## config.mk

```make
export PLATFORM = sky130hd
export DESIGN_NAME = bwe_burst_wrap_ecc
export DESIGN_NICKNAME = d
export VERILOG_FILES = /design/src/include/bwe_pkg.sv /design/src/verilog/bwe_burst_wrap_ecc.sv
export VERILOG_INCLUDE_DIRS = /design/src /design/src/include
export SDC_FILE = /design/constraint.sdc
export NUM_CORES = 1
export LEC_CHECK = 0
export BUFFER_PORTS_ARGS = -buffer_cell sky130_fd_sc_hd__buf_2
export CAP_MARGIN = 40
export CORE_ASPECT_RATIO = 1.75
export CORE_UTILIZATION = 40
export CTS_BUF_LIST = sky130_fd_sc_hd__clkbuf_8
export CTS_CLUSTER_DIAMETER = 40
export CTS_CLUSTER_SIZE = 12
export DETAILED_ROUTE_END_ITERATION = 16
export PLACE_DENSITY_LB_ADDON = 0.25
export SKIP_CTS_REPAIR_TIMING = 1
export SLEW_MARGIN = 20
export SYNTH_ARGS = -nofsm -noshare
export SYNTH_HDL_FRONTEND = slang
export SYNTH_SLANG_ARGS = --single-unit
```

## constraint.sdc

```tcl
create_clock -name mclk -period 5.6 [get_ports mclk]
set_input_delay 1.68 -clock mclk [delete_from_list [all_inputs] [get_ports mclk]]
set_output_delay 1.68 -clock mclk [all_outputs]
set_load 0.02 [all_outputs]
```

## src/include/bwe_defines.svh

```systemverilog
// Command codes, register addresses, field positions and reset values
`ifndef BWE_DEFINES_SVH
`define BWE_DEFINES_SVH

`define BWE_CMD_REG_READ      8'h65
`define BWE_CMD_REG_WRITE     8'h71
`define BWE_CMD_SET_BURST     8'hC0
`define BWE_CMD_ECC_READ_A    8'h18
`define BWE_CMD_ECC_READ_B    8'h19

`define BWE_ADDR_CONFIG_BOOT  24'h000004
`define BWE_ADDR_CONFIG_LIVE  24'h800004

`define BWE_CONFIG_RESET      8'h10
`define BWE_CONFIG_WMASK      8'hF3
`define BWE_ECC_RESET         8'h00

`define BWE_WRAP_DIS_BIT      4
`define BWE_WRAP_LEN_HI       1
`define BWE_WRAP_LEN_LO       0
`define BWE_DRIVE_HI          7
`define BWE_DRIVE_LO          5

`define BWE_ADDR_BYTES_LAST   2'h2
`define BWE_BIT_LAST          3'h7

`endif

```

## src/include/bwe_pkg.sv

```systemverilog
// Types for the burst wrap configuration and ecc status block
package bwe_pkg;

   typedef enum logic [2:0] {
      BWE_PH_CMD,
      BWE_PH_ADDR,
      BWE_PH_WDATA,
      BWE_PH_LOAD,
      BWE_PH_RDATA,
      BWE_PH_DONE
   } bwe_phase_type;

   typedef enum logic [1:0] {
      BWE_RD_ARRAY_QUAD,
      BWE_RD_ARRAY_OTHER,
      BWE_RD_NON_ARRAY
   } bwe_read_kind_type;

   typedef struct packed {
      logic [2:0]    sck_sync;
      logic [2:0]    cs_sync;
      logic [2:0]    si_sync;
      logic          sck_st;
      logic          cs_n_st;
      logic          si_st;
      bwe_phase_type phase;
      logic [7:0]    shift;
      logic [2:0]    bit_cnt;
      logic [1:0]    byte_cnt;
      logic [7:0]    cmd;
      logic [23:0]   addr;
      logic [7:0]    config_boot;
      logic [7:0]    config_live;
      logic [7:0]    tx;
      logic          so;
      logic          so_oe;
      logic [23:0]   ecc_unit_addr;
      logic [31:0]   burst_addr;
      logic          wrap_active;
      logic [5:0]    wrap_mask;
   } bwe_state_type;

endpackage

```

## src/verilog/bwe_burst_wrap_ecc.sv

```systemverilog
// Burst wrap configuration and ecc status registers behind a serial port
`timescale 1ns/1ps
`default_nettype none
`include "bwe_defines.svh"

// Function
// - Wrap applies only to main array reads
// - Soft reset copies boot config into live config; hard reset loads 10h into both
// - Both copies reached by generic read/write
// - Set burst length writes live copy only
// - Bit 4 zero wraps, boot default one
// - Only quad reads may wrap
// - Bits 1:0 pick 8/16/32/64 byte wrap
// - Bits 7:5 drive strength, live adjustable
// - Ecc read takes unit address, returns status
// - Status bit 2 flags corrected code bit
// - Status bit 1 flags corrected data bit
// - Status bit 0 flags correction disabled
// - Ecc status read only, defaults zero
module bwe_burst_wrap_ecc (
   input  wire logic                       mclk,
   input  wire logic                       rst_n,
   input  wire logic                       soft_reset,
   input  wire logic                       sck,
   input  wire logic                       cs_n,
   input  wire logic                       si,
   output logic                            so,
   output logic                            so_oe,
   output logic [23:0]                     ecc_unit_addr,
   input  wire logic                       code_bit_corrected,
   input  wire logic                       data_bit_corrected,
   input  wire logic                       correction_disabled,
   input  wire logic                       burst_start,
   input  wire logic [31:0]                burst_start_addr,
   input  wire bwe_pkg::bwe_read_kind_type burst_kind,
   input  wire logic                       burst_next,
   output logic [31:0]                     burst_addr,
   output logic [2:0]                      drive_strength_live,
   output logic [1:0]                      wrap_length_live,
   output logic                            wrap_disabled_live
);

   bwe_pkg::bwe_state_type st;
   bwe_pkg::bwe_state_type next_st;

   // Mask of the low address bits that circle inside one wrap group
   function automatic logic [5:0] wrap_group_mask(input logic [1:0] len);
      logic [5:0] m;
      m = 6'h07;
      unique case (len)
         2'h0: m = 6'h07;
         2'h1: m = 6'h0F;
         2'h2: m = 6'h1F;
         2'h3: m = 6'h3F;
      endcase
      return m;
   endfunction

   function automatic logic is_ecc_cmd(input logic [7:0] c);
      return (c == `BWE_CMD_ECC_READ_A) || (c == `BWE_CMD_ECC_READ_B);
   endfunction

   // A level counts only once the second and third stages agree
   function automatic logic settle(input logic [2:0] s, input logic cur);
      logic v;
      v = cur;
      if (s[1] == s[2]) begin
         v = s[2];
      end
      return v;
   endfunction

   // Unknown codes idle until deselect
   function automatic bwe_pkg::bwe_phase_type phase_after_cmd(
      input logic [7:0] c
   );
      bwe_pkg::bwe_phase_type p;
      p = bwe_pkg::BWE_PH_DONE;
      if (c == `BWE_CMD_REG_READ || c == `BWE_CMD_REG_WRITE ||
          is_ecc_cmd(c)) begin
         p = bwe_pkg::BWE_PH_ADDR;
      end else if (c == `BWE_CMD_SET_BURST) begin
         p = bwe_pkg::BWE_PH_WDATA;
      end
      return p;
   endfunction

   // Reads have no dummy cycles, so the answer is loaded at once
   function automatic bwe_pkg::bwe_phase_type phase_after_addr(
      input logic [7:0] c
   );
      bwe_pkg::bwe_phase_type p;
      p = bwe_pkg::BWE_PH_LOAD;
      if (c == `BWE_CMD_REG_WRITE) begin
         p = bwe_pkg::BWE_PH_WDATA;
      end
      return p;
   endfunction

   // Reserved bits 3:2 always store zero
   function automatic logic [7:0] masked(input logic [7:0] d);
      return d & `BWE_CONFIG_WMASK;
   endfunction

   // Hardware flags only
   // Reserved upper bits read zero rather than stale values
   function automatic logic [7:0] status_byte(input logic [2:0] f);
      return {5'h00, f};
   endfunction

   function automatic logic [2:0] drive_of(input logic [7:0] cfg);
      return cfg[`BWE_DRIVE_HI:`BWE_DRIVE_LO];
   endfunction

   function automatic logic [1:0] wrap_len_of(input logic [7:0] cfg);
      return cfg[`BWE_WRAP_LEN_HI:`BWE_WRAP_LEN_LO];
   endfunction

   function automatic logic wrap_off_of(input logic [7:0] cfg);
      return cfg[`BWE_WRAP_DIS_BIT];
   endfunction

   // Upper address bits never move inside a wrapped burst
   function automatic logic [31:0] wrap_step(
      input logic [31:0] a,
      input logic [5:0]  m
   );
      logic [5:0] low;
      low = (a[5:0] + 6'h01) & m;
      return {a[31:6], (a[5:0] & ~m) | low};
   endfunction

   // Unmapped register addresses read as zero
   function automatic logic [7:0] read_value(
      input logic [7:0]  c,
      input logic [23:0] a,
      input logic [7:0]  boot,
      input logic [7:0]  live,
      input logic [2:0]  flags
   );
      logic [7:0] v;
      v = 8'h00;
      if (is_ecc_cmd(c)) begin
         v = status_byte(flags);
      end else if (a == `BWE_ADDR_CONFIG_BOOT) begin
         v = boot;
      end else if (a == `BWE_ADDR_CONFIG_LIVE) begin
         v = live;
      end
      return v;
   endfunction

   logic       sck_rise;
   logic       sck_fall;
   logic [7:0] rx_byte;
   logic [2:0] ecc_flags;

   always_comb begin
      next_st = st;
      sck_rise = 1'b0;
      sck_fall = 1'b0;
      rx_byte = {st.shift[6:0], st.si_st};
      ecc_flags = {code_bit_corrected, data_bit_corrected,
                   correction_disabled};

      // Three stage sampling of the pins
      next_st.sck_sync = {st.sck_sync[1:0], sck};
      next_st.cs_sync = {st.cs_sync[1:0], cs_n};
      next_st.si_sync = {st.si_sync[1:0], si};
      next_st.sck_st = settle(st.sck_sync, st.sck_st);
      next_st.cs_n_st = settle(st.cs_sync, st.cs_n_st);
      next_st.si_st = settle(st.si_sync, st.si_st);
      sck_rise = next_st.sck_st && !st.sck_st;
      sck_fall = !next_st.sck_st && st.sck_st;

      if (st.cs_n_st) begin
         next_st.phase = bwe_pkg::BWE_PH_CMD;
         next_st.bit_cnt = 3'h0;
         next_st.byte_cnt = 2'h0;
         next_st.so_oe = 1'b0;
         next_st.so = 1'b0;
      end else begin
         if (sck_rise) begin
            next_st.shift = rx_byte;
            next_st.bit_cnt = st.bit_cnt + 3'h1;
         end
         unique case (st.phase)
            bwe_pkg::BWE_PH_CMD: begin
               if (sck_rise && st.bit_cnt == `BWE_BIT_LAST) begin
                  next_st.cmd = rx_byte;
                  next_st.byte_cnt = 2'h0;
                  next_st.phase = phase_after_cmd(rx_byte);
               end
            end
            bwe_pkg::BWE_PH_ADDR: begin
               if (sck_rise && st.bit_cnt == `BWE_BIT_LAST) begin
                  next_st.addr = {st.addr[15:0], rx_byte};
                  next_st.byte_cnt = st.byte_cnt + 2'h1;
                  if (st.byte_cnt == `BWE_ADDR_BYTES_LAST) begin
                     if (is_ecc_cmd(st.cmd)) begin
                        next_st.ecc_unit_addr = {st.addr[15:0], rx_byte};
                     end
                     next_st.phase = phase_after_addr(st.cmd);
                  end
               end
            end
            bwe_pkg::BWE_PH_WDATA: begin
               if (sck_rise && st.bit_cnt == `BWE_BIT_LAST) begin
                  next_st.phase = bwe_pkg::BWE_PH_DONE;
                  if (st.cmd == `BWE_CMD_SET_BURST) begin
                     next_st.config_live = masked(rx_byte);
                  end else if (st.addr == `BWE_ADDR_CONFIG_BOOT) begin
                     next_st.config_boot = masked(rx_byte);
                  end else if (st.addr == `BWE_ADDR_CONFIG_LIVE) begin
                     next_st.config_live = masked(rx_byte);
                  end
               end
            end
            bwe_pkg::BWE_PH_LOAD: begin
               next_st.tx = read_value(st.cmd, st.addr, st.config_boot,
                                       st.config_live, ecc_flags);
               next_st.phase = bwe_pkg::BWE_PH_RDATA;
            end
            bwe_pkg::BWE_PH_RDATA: begin
               // Byte repeats until deselect
               if (sck_fall) begin
                  next_st.so = st.tx[7];
                  next_st.so_oe = 1'b1;
                  next_st.tx = {st.tx[6:0], st.tx[7]};
               end
            end
            bwe_pkg::BWE_PH_DONE: begin
            end
         endcase
      end

      if (burst_start) begin
         next_st.burst_addr = burst_start_addr;
         next_st.wrap_active =
            (burst_kind == bwe_pkg::BWE_RD_ARRAY_QUAD) &&
            !wrap_off_of(st.config_live);
         next_st.wrap_mask = wrap_group_mask(wrap_len_of(st.config_live));
      end else if (burst_next) begin
         if (st.wrap_active) begin
            next_st.burst_addr = wrap_step(st.burst_addr, st.wrap_mask);
         end else begin
            next_st.burst_addr = st.burst_addr + 32'h1;
         end
      end

      if (soft_reset) begin
         next_st.config_live = st.config_boot;
      end
   end

   always_ff @(posedge mclk or negedge rst_n) begin
      if (!rst_n) begin
         st.sck_sync <= 3'h0;
         st.cs_sync <= 3'h7;
         st.si_sync <= 3'h0;
         st.sck_st <= 1'b0;
         // Deselected from the start, so no false frame follows reset
         st.cs_n_st <= 1'b1;
         st.si_st <= 1'b0;
         st.phase <= bwe_pkg::BWE_PH_CMD;
         st.shift <= 8'h00;
         st.bit_cnt <= 3'h0;
         st.byte_cnt <= 2'h0;
         st.cmd <= 8'h00;
         st.addr <= 24'h000000;
         st.config_boot <= `BWE_CONFIG_RESET;
         st.config_live <= `BWE_CONFIG_RESET;
         st.tx <= 8'h00;
         st.so <= 1'b0;
         st.so_oe <= 1'b0;
         st.ecc_unit_addr <= 24'h000000;
         st.burst_addr <= 32'h00000000;
         st.wrap_active <= 1'b0;
         st.wrap_mask <= 6'h07;
      end else begin
         st <= next_st;
      end
   end

   assign so = st.so;
   assign so_oe = st.so_oe;
   assign ecc_unit_addr = st.ecc_unit_addr;
   assign burst_addr = st.burst_addr;
   assign drive_strength_live = drive_of(st.config_live);
   assign wrap_length_live = wrap_len_of(st.config_live);
   assign wrap_disabled_live = wrap_off_of(st.config_live);

endmodule
`default_nettype wire
```

======== Word level (Yosys, flattened, before mapping) ========
Index checks and enable logic that the tools add are counted.
storage, ports and cells
  register bits ........................... 146
  bits in latches ......................... 0
  memory bits (writable) .................. 0
  ROM bits ................................ 0
  bits of input ports ..................... 45
  output and inout port bits .............. 64
  word-level logic and storage cells ...... 131
  memories kept ........................... 0
cells by class
  add/sub/neg operators ................... 4
  multipliers ............................. 0
  divide/modulo/power cells ............... 0
  magnitude comparators ................... 0
  equal/unequal tests ..................... 31
  shifts and indexed selects .............. 0
  multiplexer cells ....................... 33
  bitwise gates (word level) .............. 6
  reduce and logical (&&, ||, !) cells .... 35
operators by type and width
  operator               number
  $mux 32                3
  $mux 8                 9
  $add 32x1->32 const B  1
  $eq 8x5->1 const B     4
  $eq 24x24->1 const B   1
  $eq 24x3->1 const B    1
  $eq 8x7->1 const B     3
  $mux 3                 8
  $pmux 6 s4             1
  $mux 10                2
  $reduce_and 5->1       4
  $eq 8x8->1 const B     2
  $mux 16                1
  $pmux 8 s2             1
  $ne 3x3->1 const B     5
  $reduce_bool 2->1      7
  $and 6x6->6            2
  $pmux 3 s4             1
  $reduce_and 3->1       4
  $add 6x1->6 const B    1
  $eq 2x2->1 const B     3
  $eq 3x2->1 const B     2
  $eq 3x3->1 const B     2
  $mux 2                 3
  20 further kinds       38

======== Depth between registers and ports, before layout ========
  word-level depth ........................ 8
  mapped depth ............................ 8
  depth with buffers taken out ............ 7

======== Least setup slack after synthesis ========
No wires, ideal clock.
  path type ............................... input to register
  from .................................... input port burst_next
  to ...................................... register burst_addr[23] (netlist name)
  library setup time ...................... 0.125 ns
  arrival ................................. 2.716 ns
  data required time ...................... 5.475 ns
  slack ................................... 2.759 ns
  cell stages on the path ................. 6
  path buffers ............................ 1
  cells stage by stage .................... and2b_1 and4_1 buf_2 nand4_1 xnor2_1 mux2_2
on the way
  cells in the longest elaborated chain, start to end .. 2
ends and longest elaborated chain
  item                                line                      source
  start, declared                     bwe_burst_wrap_ecc.sv:36  input wire logic burst_next,
  $reduce_bool 2->1 (no source line)  n/a
  $reduce_and 2->1 (no source line)   n/a
Every way passes these cells.
A chain may end at the register's enable or synchronous reset.

======== Final worst setup path ========
  from .................................... register st[123] (netlist bit)
  to ...................................... register ecc_unit_addr[19] (netlist name)
on the way
  cells in the longest elaborated chain, start to end .. 3
ends and longest elaborated chain
  item                                line                       source
  start, declared                     bwe_burst_wrap_ecc.sv:43   bwe_pkg::bwe_state_type st;
  start signal, assigned              bwe_burst_wrap_ecc.sv:281  st <= next_st;
  $eq 3x3->1 (no source line)         n/a
  $logic_and 1x1->1 (no source line)  n/a
  $reduce_and 5->1 (no source line)   n/a
Every way passes these cells.

==> out/qor.yml <==
status: "complete, no violations"
power_density_nw_per_um2: 302
cts_buffer_depth: 2
via_count: 4605
synth_xor_area_share_pct: 3.85
cts-htree-levels: 4
drc: 0
clkTransAtPathRegs_ns: 0.08
cts_buffers: 17
final_common_cell: "dfrtp_1"
syn_nets: 667
layout_common_cells: "dfrtp_1, buf_2, mux2_2"
nFillCells: 1633
p_int_mw: 1.67
synth_edf_count: 0
endpoint_kind: "flop"
layoutNonFillerInstCount: 903
die_w_um: 102
slew_headroom_pct: 45.2
die-area_um2: 18200
slowest_stage: "nor2_4"
finalSetupViolations: 0
drive_gt1_share_pct: 36.7
period_minus_slack_ns: 2.85
initial_core_util_pct: 41.2
dp_cells: 870
cp_data_arrival_time_ns: 3.16
p_total_mw: 2.34
crit_path_frequent_cell: "ha_1"
synthAdderAreaFrac_pct: 1.14
path_class: "reg2reg"
tightest_slew_ns: 0.815
grt_pass1_vias: 4917
rsz0062_at_grt: "no"
required_ns: 5.91
ir_drop_uv: 161
slew_violations: 0
grt_usage_pct: 17.3
cts_tree: "done"
p_leak_nw: 3.67
cts-root-buf: "clkbuf_8"
nets: 712
hold_path_class: "reg2reg"
muxShareOfSynthArea_pct: 12.7
grt_first_pass_wirelength_um: 24100
cap_violations: 0
synth_compound_area_share_pct: 7.69
switching_share_pct: 28.6
wl_um: 14800
first_pass_iters: 4
diodes: 0
period_share_pct: 50.8
synth_top_family_by_area: "simple AND/OR/NAND/NOR gates"
fin_ws_ns: 2.75
ys_ff_latch: 141
crit_path_max_fanout: 26
avgViaCountPerCell: 5.10
ys_async_sr_fraction_pct: 100
synth_area_per_cell_um2: 11.4
io_buffers: 108
hpwl_um: 10800
cts_sinks: 141
overflow: 0
ys_types: 62
worstSetupStartpointType: "flop"
p_clk_share_pct: 36.6
syn_inst: 618
seq_area_um2: 3540
fp.coreArea_um2: 17100
fmax_mhz: 351
hold_viol: 0
synth_ff_type: "dfrtp_1"
die_h_um: 178
fp-row-count: 63
clk_latency_ns: 0.43
setup_tns_ns: 0
synthSimpleGateAreaFrac_pct: 15.4
synthToLayoutAreaGrowth_pct: 9.74
seq_area_frac_synth_pct: 50.2
drt_iter0_drc: 161
power_frac_comb_pct: 11.2
pre_cts_ws_ns: 2.36
slowest_delay_ns: 0.69
multiInputGateArea_um2: 2880
avgRoutedWirePerCell_um: 16.4
place_congestion: 0.786
yosysWarnings: 0
antenna_found_initial: 0
cp_cell_sequence: "ha_1, ha_1, nor2b_2, nor3b_4, nand3_4, nor2_4, mux2_2"
skew_ns: 0.0124
grt_max_degree: 79
synth_area_um2: 7050
p_seq_share_pct: 52.2
ant_nets: 0
fin_util_pct: 45.2
num_io_pins: 109
p_sw_mw: 0.669
==> critical path: cells and delay by family (launching register included) <==
| family | cells | cell delay [ns] |
|---|---|---|
| fa+ha+maj | 2 | 0.30 |
| simple gates | 4 | 1.63 |
| flops | 1 | 0.38 |
| mux | 1 | 0.41 |
==> power groups by stage <==
stage | logic, mW | registers, mW | clock network, mW
6_report | 0.262 | 1.22 | 0.854
5_1_grt | 0.296 | 1.23 | 0.929
4_1_cts | 0.266 | 1.22 | 0.883
3_5_place_dp | 0.265 | 1.24 | 0
3_3_place_gp | 0.258 | 1.23 | 0
2_1_floorplan | 0.239 | 1.17 | 0
==> through the flow <==
step                      instance area [µm²]  hold WS, ns
after floorplan                          7050        0.331
after global placement                   7310        0.335
after detailed placement                 7310        0.336
after CTS                                7730        0.355
after global routing                     7740        0.361
final                                    7740        0.352
==> layer usage <==
layer  track usage, %  part of all wire, %  up-vias
met1             17.8                   39     2245
li1                 -                    -     2214
met4             8.27                  3.0        0
met2             32.7                   54      119
met5                0                    0        -
met3             3.07                  3.9       27
==> path summary, 6_finish.rpt <==
kind | from | to | slack, ns | depth (start not counted)
max in group asynchronous | rst_n | st[85] | 3.29 | 2
min in group asynchronous | rst_n | burst_addr[18] | 1.30 | 1
min reg2reg | next_st[147] | next_st[148] | 0.35 | 0
max | st[123] | ecc_unit_addr[19] | 2.75 | 7
max reg2reg | st[123] | ecc_unit_addr[19] | 2.75 | 7
min | next_st[147] | next_st[148] | 0.35 | 0
==> cells by family (layout without fill, tap and decap cells) <==
group | after synthesis | count (layout)
compound gates | 81 | 81
buf+inv | 99 | 157
flops | 141 | 141
mux | 80 | 80
simple gates | 179 | 179
fa+ha+maj | 7 | 7
xor+xnor | 31 | 31
==> cell type report <==
type | count | area share [%]
Sequential cell | 141 | 45.7
Multi-Input combinational cell | 378 | 37.2
Timing Repair Buffer | 112 | 7.46
Tap cell | 227 | 3.67
Clock buffer | 18 | 3.20
Clock inverter | 14 | 2.17
Inverter | 13 | 0.631
==> synth_stat cells (11+ instances only) <==
master      n  area share, %
xor2_1     16            2.0
o21ai_0    37            2.6
nor2b_1    14            1.2
nand3_1    15            1.1
nand4_1    11           0.98
nand2_1    55            2.9
inv_1      13           0.69
nor2_1     24            1.3
clkbuf_1   12           0.64
buf_4      63            6.7
dfrtp_1   135             48
xnor2_1    15            1.9
mux2_2     78             12
==> state kept, by name, summed over array words and instances (netlist names), 2 cells and up <==
signal	count
drive_strength_live	3
wrap_length_live	2
burst_addr	32
next_st	6
rx_byte	8
ecc_unit_addr	24
st	63
Note: power is estimated with default switching activity, not from simulation.
